`src/rtl/ebl_pkg.sv`:
```
// Purpose: Shared constants and carriers for the error bank logger.
// Assumes: 32-bit Avalon-MM register access, 64-bit registers as word pairs.
// Notes: Offsets are byte addresses; each 64-bit register is lo then hi.
package ebl_pkg;
  localparam logic [7:0] OFS_LOG_LO = 8'h00;
  localparam logic [7:0] OFS_LOG_HI = 8'h04;
  localparam logic [7:0] OFS_LOC_LO = 8'h08;
  localparam logic [7:0] OFS_LOC_HI = 8'h0C;
  localparam logic [7:0] OFS_X0_LO = 8'h10;
  localparam logic [7:0] OFS_X0_HI = 8'h14;
  localparam logic [7:0] OFS_MASK_LO = 8'h18;
  localparam logic [7:0] OFS_MASK_HI = 8'h1C;
  localparam logic [7:0] OFS_GLOBAL = 8'h20;
  localparam logic [7:0] OFS_XN_BASE = 8'h24;
  localparam logic [7:0] OFS_XN_LO = 8'h40;
  // Log bit positions
  localparam int B_POISON = 43;
  localparam int B_DEFER = 44;
  localparam int B_THREAD_CORRUPT = 55;
  localparam int B_CORE_CORRUPT = 57;
  localparam int B_LOCV = 58;
  localparam int B_XV = 59;
  localparam int B_EN = 60;
  localparam int B_UNCORRECTED = 61;
  localparam int B_OVER = 62;
  localparam int B_LIVE = 63;
  // Extra info 0 fields
  localparam int X_LIVE = 63;
  localparam int X_CTRP = 62;
  localparam int X_CNTE = 51;
  localparam int X_OF = 48;
  localparam int X_CNT_LSB = 32;
  localparam int X_BLK_LSB = 24;
  localparam logic [15:0] CNT_MAX = 16'hFFFF;
  localparam logic [31:0] XN_ADDR_BASE = 32'hC000_0400;
  localparam int XN_BLOCK = 8;
  localparam logic [63:0] LOG_RESET = 64'h0;
  localparam logic [63:0] MASK_RESET = 64'h0;
  localparam logic [15:0] CNT_RESET = 16'h0;

  typedef struct packed {
    logic valid;
    logic [15:0] code;
    logic [15:0] ext_code;
    logic [21:0] impl;      // bit 56, 54:45, 42:32 packed high to low
    logic poison;
    logic deferred;
    logic uncorrected;
    logic core_state_corrupt;
    logic thread_context_corrupt;
    logic loc_valid;
    logic [63:0] location;
    logic info_valid;
    logic [5:0] source;     // Index into the reporting mask
  } ebl_err_s;

  typedef struct packed {
    logic [7:0] address;
    logic read;
    logic write;
    logic [31:0] writedata;
  } ebl_req_s;
endpackage : ebl_pkg

```
`src/rtl/ebl_bank.sv`:
```
// Purpose: One error-reporting bank: log, location, extra info, threshold.
// Assumes: Error events are one-cycle pulses synchronous to core_clk.
// Notes: Bus answers in two cycles; ce low freezes every flip-flop.
// Behaviour
// - Log bits 15:0 take the transaction error code.
// - Log bits 31:16 take the model-specific extended code.
// - Bits 56, 54:45, 42:32 take implementation-specific details.
// - Bit 43 marks an uncorrected error from consumed known-bad data.
// - Bit 44 marks a deferred error; deferred errors raise no exception.
// - A tracked deferred error is relogged uncorrected once a thread hits it in a cycle without an external error.
// - Bit 55 marks possibly corrupt thread context; meaningful when 57 clear.
// - Bit 57 marks corrupt core state and clears both global ip flags.
// - Bit 58 says the location register holds valid contents.
// - Bit 59 says extra info register zero holds valid contents.
// - Bit 60 shows mask enable; masked errors raise no exception.
// - Bit 61 marks uncorrected; else bit 44 picks deferred or corrected.
// - Bit 62 sets when logging into an already live log.
// - Deferred replaces corrected; uncorrected replaces corrected or deferred.
// - Enabled uncorrected is never replaced; enabled replaces disabled.
// - Logging writes the code and sets live bit 63.
// - Location captures the address or location given with the error.
// - Threshold counts only errors from enabled sources, one counter per bank.
// - Zero block index means no further extra info registers.
// - Nonzero index gives up to 8 extra registers at base plus index<<3; with SCALABLE set, OFS_XN_BASE reads 0.
// - Every extra register holds valid in bit 63; register zero holds the block index at 31:24.
// - Nonzero writes to the log raise a protection fault and are dropped.
// - Status is logged even for masked sources; exceptions and threshold counts need enable.
`timescale 1ns/100ps
`default_nettype none
module ebl_bank #(
  parameter int N_EXTRA = 8,
  parameter logic [7:0] BLOCK_INDEX = 8'h01,
  parameter bit SCALABLE = 1'b0
) (
  input wire logic core_clk,
  input wire logic rst,
  input wire logic ce,
  input wire ebl_pkg::ebl_err_s err,
  input wire logic thread_hit,
  input wire logic core_corrupt_other,
  input wire ebl_pkg::ebl_req_s req,
  output logic waitrequest,
  output logic [31:0] readdata,
  output logic mce_req,
  output logic gp_fault,
  output logic restart_ip_ok,
  output logic error_ip_ok
);
  import ebl_pkg::*;

  initial begin
    if (N_EXTRA < 0 || N_EXTRA > XN_BLOCK)
      $error("N_EXTRA must be 0 to 8");
    if (N_EXTRA > 0 && BLOCK_INDEX == 8'h00)
      $error("Extra registers need a nonzero block index");
  end

  localparam int NX = (N_EXTRA > 0) ? N_EXTRA : 1;

  logic [63:0] log_r;
  logic [63:0] loc_r;
  logic [63:0] mask_r;
  logic x0_live;
  logic cnte;
  logic of_flag;
  logic [15:0] err_cnt;
  logic [62:0] xn_data [NX];
  logic ack;
  logic defer_pend;
  ebl_err_s defer_ev;

  function automatic logic [1:0] rank(input logic is_unc, input logic is_def);
    rank = is_unc ? 2'h2 : (is_def ? 2'h1 : 2'h0);
  endfunction : rank

  // Bus access: one wait cycle, then the answer
  wire active = req.read | req.write;
  assign waitrequest = active & ~ack;
  wire wr_go = req.write & ack & ce;
  wire [31:0] wd = req.writedata;
  wire wr_log_lo = wr_go && req.address == OFS_LOG_LO;
  wire wr_log_hi = wr_go && req.address == OFS_LOG_HI;
  wire log_nonzero = (wr_log_lo | wr_log_hi) && wd != 32'h0;
  wire xn_hit = req.address >= OFS_XN_LO &&
                req.address < OFS_XN_LO + 8'(8 * N_EXTRA);
  wire [2:0] xn_idx = req.address[5:3];

  // Internal event: a deferred error that has now reached a thread
  wire ext_ev = err.valid;
  wire int_ev = ~ext_ev & defer_pend & thread_hit;
  ebl_err_s ev;
  always_comb begin
    ev = err;
    if (int_ev) begin
      ev = defer_ev;
      ev.valid = 1'b1;
      ev.deferred = 1'b0;
      ev.uncorrected = 1'b1;
    end
  end

  // Software clear applied first so a same-cycle event still lands
  logic [63:0] base_log;
  always_comb begin
    base_log = log_r;
    if (wr_log_lo && !log_nonzero)
      base_log[31:0] = 32'h0;
    if (wr_log_hi && !log_nonzero)
      base_log[63:32] = 32'h0;
  end

  wire new_en = mask_r[ev.source];
  wire old_live = base_log[B_LIVE];
  wire old_en = base_log[B_EN];
  wire old_unc = base_log[B_UNCORRECTED];
  wire [1:0] new_rank = rank(ev.uncorrected, ev.deferred);
  wire [1:0] old_rank = rank(old_unc, base_log[B_DEFER]);
  wire keep_old = old_en & old_unc;
  wire do_replace = ev.valid & (~old_live | (~keep_old &
                    ((new_en & ~old_en) |
                     (new_en == old_en && new_rank > old_rank))));
  wire overflow = ev.valid & old_live;

  logic [63:0] ev_log;
  always_comb begin
    ev_log = 64'h0;
    ev_log[15:0] = ev.code;
    ev_log[31:16] = ev.ext_code;
    ev_log[56] = ev.impl[21];
    ev_log[54:45] = ev.impl[20:11];
    ev_log[42:32] = ev.impl[10:0];
    ev_log[B_POISON] = ev.poison & ev.uncorrected;
    ev_log[B_DEFER] = ev.deferred & ~ev.uncorrected;
    ev_log[B_THREAD_CORRUPT] = ev.thread_context_corrupt &
                               ~ev.core_state_corrupt;
    ev_log[B_CORE_CORRUPT] = ev.core_state_corrupt &
                             ev.uncorrected;
    ev_log[B_LOCV] = ev.loc_valid;
    ev_log[B_XV] = ev.info_valid;
    ev_log[B_EN] = new_en;
    ev_log[B_UNCORRECTED] = ev.uncorrected;
    ev_log[B_LIVE] = 1'b1;
  end

  logic [63:0] next_log;
  always_comb begin
    next_log = base_log;
    if (do_replace)
      next_log = ev_log;
    if (overflow)
      next_log[B_OVER] = 1'b1;
  end

  // Exceptions only for enabled, uncorrected errors that took the log
  wire raise_mce = do_replace & new_en & ~ev_log[B_DEFER] &
                   ev.uncorrected;
  wire cnt_hit = ev.valid & new_en & cnte;
  wire cnt_sat = err_cnt == CNT_MAX;

  always_ff @(posedge core_clk or posedge rst) begin
    if (rst) begin
      log_r <= LOG_RESET;
      ack <= 1'b0;
      gp_fault <= 1'b0;
      mce_req <= 1'b0;
    end else if (ce) begin
      log_r <= next_log;
      ack <= active & ~ack;
      gp_fault <= log_nonzero;
      mce_req <= raise_mce;
    end
  end

  always_ff @(posedge core_clk or posedge rst) begin
    if (rst) begin
      loc_r <= 64'h0;
      x0_live <= 1'b0;
    end else if (ce && do_replace) begin
      if (ev.loc_valid)
        loc_r <= ev.location;
      x0_live <= ev.info_valid;
    end
  end

  // Deferred error stays tracked until a thread consumes it
  always_ff @(posedge core_clk or posedge rst) begin
    if (rst) begin
      defer_pend <= 1'b0;
      defer_ev <= '0;
    end else if (ce) begin
      if (ext_ev && err.deferred && !err.uncorrected) begin
        defer_pend <= 1'b1;
        defer_ev <= err;
      end else if (int_ev) begin
        defer_pend <= 1'b0;
      end
    end
  end

  // Threshold counter saturates at the top, flagging the threshold
  always_ff @(posedge core_clk or posedge rst) begin
    if (rst) begin
      cnte <= 1'b0;
      of_flag <= 1'b0;
      err_cnt <= CNT_RESET;
    end else if (ce) begin
      if (wr_go && req.address == OFS_X0_HI) begin
        cnte <= wd[X_CNTE - 32];
        of_flag <= wd[X_OF - 32];
        err_cnt <= wd[15:0];
      end
      if (cnt_hit && !cnt_sat) begin
        err_cnt <= err_cnt + 16'h1;
        if (err_cnt == CNT_MAX - 16'h1)
          of_flag <= 1'b1;
      end
    end
  end

  always_ff @(posedge core_clk or posedge rst) begin
    if (rst)
      mask_r <= MASK_RESET;
    else if (ce && wr_go && req.address == OFS_MASK_LO)
      mask_r[31:0] <= wd;
    else if (ce && wr_go && req.address == OFS_MASK_HI)
      mask_r[63:32] <= wd;
  end

  // Global restart flags: cleared by any corrupt core state, set by software
  wire core_corrupt_any = (log_r[B_LIVE] & log_r[B_CORE_CORRUPT]) |
                          core_corrupt_other;
  always_ff @(posedge core_clk or posedge rst) begin
    if (rst) begin
      restart_ip_ok <= 1'b1;
      error_ip_ok <= 1'b1;
    end else if (ce) begin
      if (core_corrupt_any) begin
        restart_ip_ok <= 1'b0;
        error_ip_ok <= 1'b0;
      end else if (wr_go && req.address == OFS_GLOBAL) begin
        restart_ip_ok <= wd[0];
        error_ip_ok <= wd[1];
      end
    end
  end

  genvar gi;
  generate
    for (gi = 0; gi < NX; gi++) begin : g_xn
      always_ff @(posedge core_clk or posedge rst) begin
        if (rst)
          xn_data[gi] <= 63'h0;
        else if (ce && wr_go && xn_hit && xn_idx == 3'(gi)) begin
          if (req.address[2])
            xn_data[gi][62:32] <= wd[30:0];
          else
            xn_data[gi][31:0] <= wd;
        end
      end
    end
  endgenerate

  // Read side
  wire [7:0] blk = (N_EXTRA > 0) ? BLOCK_INDEX : 8'h00;
  wire [31:0] xn_addr = XN_ADDR_BASE + {21'h0, blk, 3'h0};
  wire [31:0] x0_hi = {x0_live, 1'b1, 10'h0, cnte, 2'h0, of_flag,
                       err_cnt};
  wire [31:0] x0_lo = {blk, 24'h0};
  // Compare at full width: NX can be 8, which a 3-bit cast wraps to 0
  wire [63:0] xn_sel = {1'b1,
                        xn_data[(32'(xn_idx) < 32'(NX)) ? xn_idx : 3'h0]};
  logic [31:0] rd_mux;
  always_comb begin
    rd_mux = 32'h0;
    unique case (req.address)
      OFS_LOG_LO: rd_mux = log_r[31:0];
      OFS_LOG_HI: rd_mux = log_r[63:32];
      OFS_LOC_LO: rd_mux = loc_r[31:0];
      OFS_LOC_HI: rd_mux = loc_r[63:32];
      OFS_X0_LO: rd_mux = x0_lo;
      OFS_X0_HI: rd_mux = x0_hi;
      OFS_MASK_LO: rd_mux = mask_r[31:0];
      OFS_MASK_HI: rd_mux = mask_r[63:32];
      OFS_GLOBAL: rd_mux = {28'h0, SCALABLE, core_corrupt_any, error_ip_ok,
                            restart_ip_ok};
      OFS_XN_BASE: rd_mux = (blk != 8'h00 && !SCALABLE) ? xn_addr : 32'h0;
      default: begin
        if (xn_hit)
          rd_mux = req.address[2] ? xn_sel[63:32] : xn_sel[31:0];
      end
    endcase
  end

  always_ff @(posedge core_clk or posedge rst) begin
    if (rst)
      readdata <= 32'h0;
    else if (ce && req.read && !ack)
      readdata <= rd_mux;
  end

  // Assertions
  a_live_on_log: assert property (@(posedge core_clk) disable iff (rst)
    ce && do_replace |=> log_r[B_LIVE] && log_r[15:0] == $past(ev.code))
    else $error("log not live after error");
  a_over_set: assert property (@(posedge core_clk) disable iff (rst)
    ce && ev.valid && base_log[B_LIVE] |=> log_r[B_OVER])
    else $error("overflow missing");
  a_uncorr_kept: assert property (@(posedge core_clk) disable iff (rst)
    ce && base_log[B_LIVE] && base_log[B_EN] && base_log[B_UNCORRECTED]
    |=> log_r[31:0] == $past(base_log[31:0]))
    else $error("enabled uncorrected log replaced");
  a_defer_no_mce: assert property (@(posedge core_clk) disable iff (rst)
    mce_req |-> !log_r[B_DEFER] && log_r[B_EN])
    else $error("exception for deferred or masked error");
  a_gp_write: assert property (@(posedge core_clk) disable iff (rst)
    ce && log_nonzero && !ev.valid |=> gp_fault && log_r == $past(log_r))
    else $error("nonzero log write not refused");
  a_ip_cleared: assert property (@(posedge core_clk) disable iff (rst)
    ce && core_corrupt_any |=> !restart_ip_ok && !error_ip_ok)
    else $error("ip flags not cleared");
  a_defer_relog: assert property (@(posedge core_clk) disable iff (rst)
    ce && int_ev && (new_en || !base_log[B_EN]) |=> log_r[B_UNCORRECTED])
    else $error("deferred error not relogged");
  a_cnt_sat: assert property (@(posedge core_clk) disable iff (rst)
    ce && cnt_hit && cnt_sat && !wr_go |=> err_cnt == CNT_MAX && of_flag)
    else $error("counter rolled over");
  a_bus_answer: assert property (@(posedge core_clk) disable iff (rst)
    ce && active && !ack |=> !waitrequest || !active)
    else $error("bus answer late");
  a_wait_first: assert property (@(posedge core_clk) disable iff (rst)
    ce && active && !ack |-> waitrequest)
    else $error("request answered without wait");

  // Field checks on every log that lands
  a_code_ext: assert property (@(posedge core_clk) disable iff (rst)
    ce && do_replace |=> log_r[31:16] == $past(ev.ext_code))
    else $error("extended code not logged");
  a_en_mirror: assert property (@(posedge core_clk) disable iff (rst)
    ce && do_replace |=> log_r[B_EN] == $past(new_en))
    else $error("enable flag wrong");
  a_loc_flag: assert property (@(posedge core_clk) disable iff (rst)
    ce && do_replace |=> log_r[B_LOCV] == $past(ev.loc_valid))
    else $error("location flag wrong");
  a_info_flag: assert property (@(posedge core_clk) disable iff (rst)
    ce && do_replace |=> log_r[B_XV] == x0_live)
    else $error("extra info flag wrong");

  // Class flags never contradict each other in a held log
  a_class_one: assert property (@(posedge core_clk) disable iff (rst)
    log_r[B_LIVE] |-> !(log_r[B_UNCORRECTED] && log_r[B_DEFER]))
    else $error("uncorrected and deferred together");
  a_poison_unc: assert property (@(posedge core_clk) disable iff (rst)
    log_r[B_POISON] |-> log_r[B_UNCORRECTED])
    else $error("poison on a corrected error");
  a_core_unc: assert property (@(posedge core_clk) disable iff (rst)
    log_r[B_CORE_CORRUPT] |-> log_r[B_UNCORRECTED])
    else $error("core corrupt without uncorrected");
  a_thread_ctx: assert property (@(posedge core_clk) disable iff (rst)
    log_r[B_CORE_CORRUPT] |-> !log_r[B_THREAD_CORRUPT])
    else $error("thread flag beside core flag");

  // Overflow, exception, fault, counting and tracking
  a_over_sticky: assert property (@(posedge core_clk) disable iff (rst)
    ce && log_r[B_OVER] && !wr_log_hi |=> log_r[B_OVER])
    else $error("overflow lost");
  a_mce_masked: assert property (@(posedge core_clk) disable iff (rst)
    ce && !new_en |=> !mce_req)
    else $error("exception for masked error");
  a_gp_quiet: assert property (@(posedge core_clk) disable iff (rst)
    ce && !log_nonzero |=> !gp_fault)
    else $error("spurious protection fault");
  a_cnt_masked: assert property (@(posedge core_clk) disable iff (rst)
    ce && ev.valid && !new_en && !wr_go |=> $stable(err_cnt))
    else $error("masked error counted");
  a_defer_track: assert property (@(posedge core_clk) disable iff (rst)
    ce && ext_ev && err.deferred && !err.uncorrected |=> defer_pend)
    else $error("deferred error not tracked");
endmodule : ebl_bank
`default_nettype wire

```
`config.mk`:
```
export PLATFORM = sky130hd
export DESIGN_NAME = ebl_bank
export DESIGN_NICKNAME = d
export VERILOG_FILES = /design/src/rtl/ebl_pkg.sv /design/src/rtl/ebl_bank.sv
export SDC_FILE = /design/constraint.sdc
export NUM_CORES = 2
export LEC_CHECK = 0
export ABC_AREA = 1
export BUFFER_PORTS_ARGS = -buffer_cell sky130_fd_sc_hd__buf_2
export CAP_MARGIN = 10
export CELL_PAD_IN_SITES_DETAIL_PLACEMENT = 1
export CELL_PAD_IN_SITES_GLOBAL_PLACEMENT = 2
export CORE_MARGIN = 2
export CORE_UTILIZATION = 34
export DETAILED_ROUTE_END_ITERATION = 10
export PLACE_DENSITY_LB_ADDON = 0.1
export RECOVER_POWER = 50
export SYNTH_ARGS = -nofsm -noshare
export SYNTH_HDL_FRONTEND = slang
export SYNTH_SLANG_ARGS = --single-unit
export TNS_END_PERCENT = 1
```
`constraint.sdc`:
```
create_clock -name core_clk -period 29.9 [get_ports core_clk]
set_input_delay 5.98 -clock core_clk [delete_from_list [all_inputs] [get_ports core_clk]]
set_output_delay 5.98 -clock core_clk [all_outputs]
set_load 0.02 [all_outputs]
```
# After elaboration in Yosys (flattened, before gate mapping)
# Cells that the tools add are included.
# totals
out_inout_bits	37
word_cells	199
in_bits	179
regBits	882
# classes
mux	28
addsub	1
reduce_logical	66
bitwise	36
n_eq_ne	19
n_lt_le_gt_ge	5
# ops
cell	n
$pmux 32 s10	1
$bmux 63 s3	1
$mux 132	1
$mux 32	4
$mux 63	2
$mux 64	1
$reduce_and 2->1	26
$eq 16x16->1 const B	2
$eq 8x5->1 const B	4
$mux 16	2
$reduce_bool 32->1	1
$logic_and 1x1->1	27
$and 1x1->1	20
$add 16x1->16 const B	1
$eq 8x4->1 const B	2
$eq 8x6->1 const B	2
$mux 1	13
$eq 3x3->1 const B	4
$not 1->1	10
$reduce_bool 2->1	5
$eq 8x3->1 const B	1
$ge 8x7->1 const B	1
$logic_not 8->1	1
$lt 8x8->1 const B	1
other kinds (13)	22

# Depth between registers and ports, before layout
# depth
ltp_word	19
depth_mapped	24
ltp_nobuf	22

# Worst setup path before layout
# No wires, ideal clock.
# synth_path
path_kind	input-to-output
from	input port req[32] (netlist name)
to	output port waitrequest
slack_ns	17.605
required_time_ns	23.920
path_buffers	0
arrival_time_ns	6.315
cell_stages	2
cell_sequence	nor2_1 > nor2_1
# synth_between
elab_chain_len	2
# synth_rtl
item	line_no	source
start: declaration	ebl_bank.sv:41	input wire ebl_pkg::ebl_req_s req,
$or 1x1->1	ebl_bank.sv:77	wire active = req.read | req.write;
$and 1x1->1	ebl_bank.sv:78	assign waitrequest = active & ~ack;
end: declaration	ebl_bank.sv:42	output logic waitrequest,
# Every way passes these cells.

==> results.toml <==
[worst_setup_path]
start_kind = "input pin"
crit_top_cell = "clkbuf_1"
cp-end-kind = "asynchronous set/reset pin"
rr_worst_depth = 23
critPathBufInv = 4
cp_num_cells = 4
critPathTopFamily = "buffers and inverters"
critPathSlowestCell = "clkbuf_1"
path_cells = "buf_2 > clkinvlp_2 > clkbuf_1 > clkbuf_1"
path_class = "input pin to asynchronous set/reset pin"
critPathRequiredTime_ps = 28820
critPathArrivalTime_ps = 15080
crit_path_max_incr_delay_ps = 5380
cp_max_fo = 137

[yosys]
synthCells = 4533
synth_seq_cells = 882
synthArstFlopShare_pct = 100.0
yosysUniqueCellTypes = 48
synth_area_um2 = 39300
synthFlopType = "dfrtp_1"
synth_area_per_cell_um2 = 8.670
ys_seq_area_share_pct = 56.17
synth_edf_count = 0
synth_warnings = 0
syn-num-nets = 4717

[sta]
fin_crit_sh_pct = 54.04
fin_crit_ps = 16160
finalSetupViolations = 0
setup_ws_ps = 13740
max_freq_mhz = 61.89
finalMaxSlewViolations = 969
tightest_slew_ps = 8525
slew_headroom_pct = -468.4
hold_viol_final = 0
tns_ps = 0
rsz0062_at_grt = "false"
skew_ps = 15.17

[floorplan]
die_h_um = 344.0
core_area_um2 = 114500
die_x_um = 344.0
row_count = 124
dieArea_um2 = 118300
start_util_pct = 34.32
ioPinCount = 216

[layout]
layout.cells.non_filler = 6173
synthToLayoutAreaGrowth_pct = 14.25
finalNetCount = 4759
mostFrequentLayoutCells = "nand2_1, dfrtp_1, o21ai_0"
final_common_cell = "nand2_1"
stdcell_area_um2 = 44900
drive_gt1_share_pct = 10.22

[cts]
cts_sinks = 882
hold_buffers = 0
clk_latency_ps = 690
path_clk_slew_ps = 60
cts_tree = "built"
cts_buffer_depth = 3
htree_num_levels = 3
cts_setup_buffers = 0
numCtsBuffers = 105
cts_resized = 0
cts_root_buffer = "clkbuf_16"

[placed_design]
portBuffers = 215
pre_cts_slack_ps = 17510
postPlaceCellArea_um2 = 41580
placed_cells = 5980
gp_congestion = 0.8665
dp_hpwl_um = 97500

[grt]
grt_max_degree = 218
grt_pass1_wl_um = 227200
grt_usage_pct = 25.78
grt_antenna_before_repair = 5
grt_pass1_vias = 33370
grt_overflow_total = 0

[route]
drt_iter0_drc = 2758
routedWlPerCell_um = 24.70
vias = 33020
ant_nets = 0
firstDrtPassIters = 5
wl_um = 152500
via_per_inst = 5.349
drcViolationCount = 0

[run_status]
status = "finished with violations"
failed_checks = "capacitance limit, slew limit"

[run]
drv_cap = 11

[power_and_ir_drop]
p_leak_uw = 0.02045
powerDensity_nw_per_um2 = 70.45
max-vdd-ir-drop_mv = 0.04442

[min_path]
hold_depth = 2
min-delay-path-class = "flip-flop to flip-flop"
[through the flow]
| step | hold slack [ps] | power, uW | util, % |
|---|---|---|---|
| floorplan | 447.9 | 1728 | - |
| global placement | 460.2 | 1876 | 36.32 |
| detailed placement | 468.0 | 1892 | 36.32 |
| CTS | 482.5 | 3200 | 39.36 |
| global route | 502.9 | 3315 | 39.21 |
| finish | 477.7 | 3163 | 39.22 |
[per-layer routing]
layer	vias to the layer above	wire length, um	track usage [%]
li1	15470	-	-
met1	16670	69870	35.60
met2	664	72310	42.34
met3	209	5007	2.838
met4	4	5268	8.415
met5	-	23	0
[flip-flops by register name, indices dropped and copies added (netlist names), 16 cells and up]
register,count
defer_ev,129
mask_r,64
log_r,64
readdata,32
xn_data,504
loc_r,64
err_cnt,16
[power by group]
group | internal (uW) | total [uW] | leakage (uW) | switching (uW)
combinational | 132 | 415 | 0.00704 | 283
sequential | 1350 | 1450 | 0.0117 | 95.5
clock | 774 | 1300 | 0.00173 | 525
[worst register-to-register path, cell delays in order, from the launching register on]
cell	delay, ps
dfrtp_1	420
nand3_4	90
buf_4	550
nand2_2	290
nand2_2	560
nand2_1	90
o21ai_0	90
nand2_1	70
nand3_1	100
nand3_1	80
nand3_1	110
nand3_2	410
nand2_1	240
inv_1	110
ha_1	300
a21oi_1	140
o21bai_1	130
nand2_2	90
nand2_2	160
nor2_4	90
nand2_4	450
buf_4	830
nand2_1	210
o21ai_2	100
[area by class of cell]
cell class,count,area (um^2)
Antenna cell,3,7.507
Clock buffer,160,3156
Clock inverter,30,324.1
Fill cell,13350,69600
Inverter,248,937.1
Multi-Input combinational cell,3060,15030
Sequential cell,882,22070
Tap cell,1512,1892
Timing Repair Buffer,278,1480
[worst paths after layout]
check	endpoint	slack, ps	start
worst max-delay path	defer_ev[95]	13740	rst
worst max register to register	loc_r[21]	24120	defer_pend
min in group asynchronous	defer_ev[28]	5670	rst
worst min-delay path	defer_ev[18]	480	defer_ev[18]
worst min register to register	defer_ev[18]	480	defer_ev[18]
max in group core_clk	defer_ev[8]	15020	ce
[cell usage after synthesis, types with 25 or more instances]
cell type     n  share of area [%]
nand4_1      41               0.65
nand3_1     243                3.1
o22ai_1      25               0.40
a21oi_1     152                1.9
inv_1       236                2.3
o21ai_0     828                 11
clkbuf_1    290                2.8
nand2_1    1198                 11
a22oi_1     236                4.5
dfrtp_1     880                 56
nor2_1      115                1.1
o21ai_2      33               0.74
o21ai_1      42               0.53
[kinds of logic (layout without fill, tap and decap cells)]
family	after synthesis	count (layout)	synth area share, %
flops	882	882	56.17
simple gates	1632	1632	16.95
xor+xnor	13	13	0.2897
buf+inv	591	716	5.801
fa+ha+maj	5	5	0.1592
other cells	0	3	0
compound gates	1410	1410	20.64
Power figures use the tool's default switching activity.
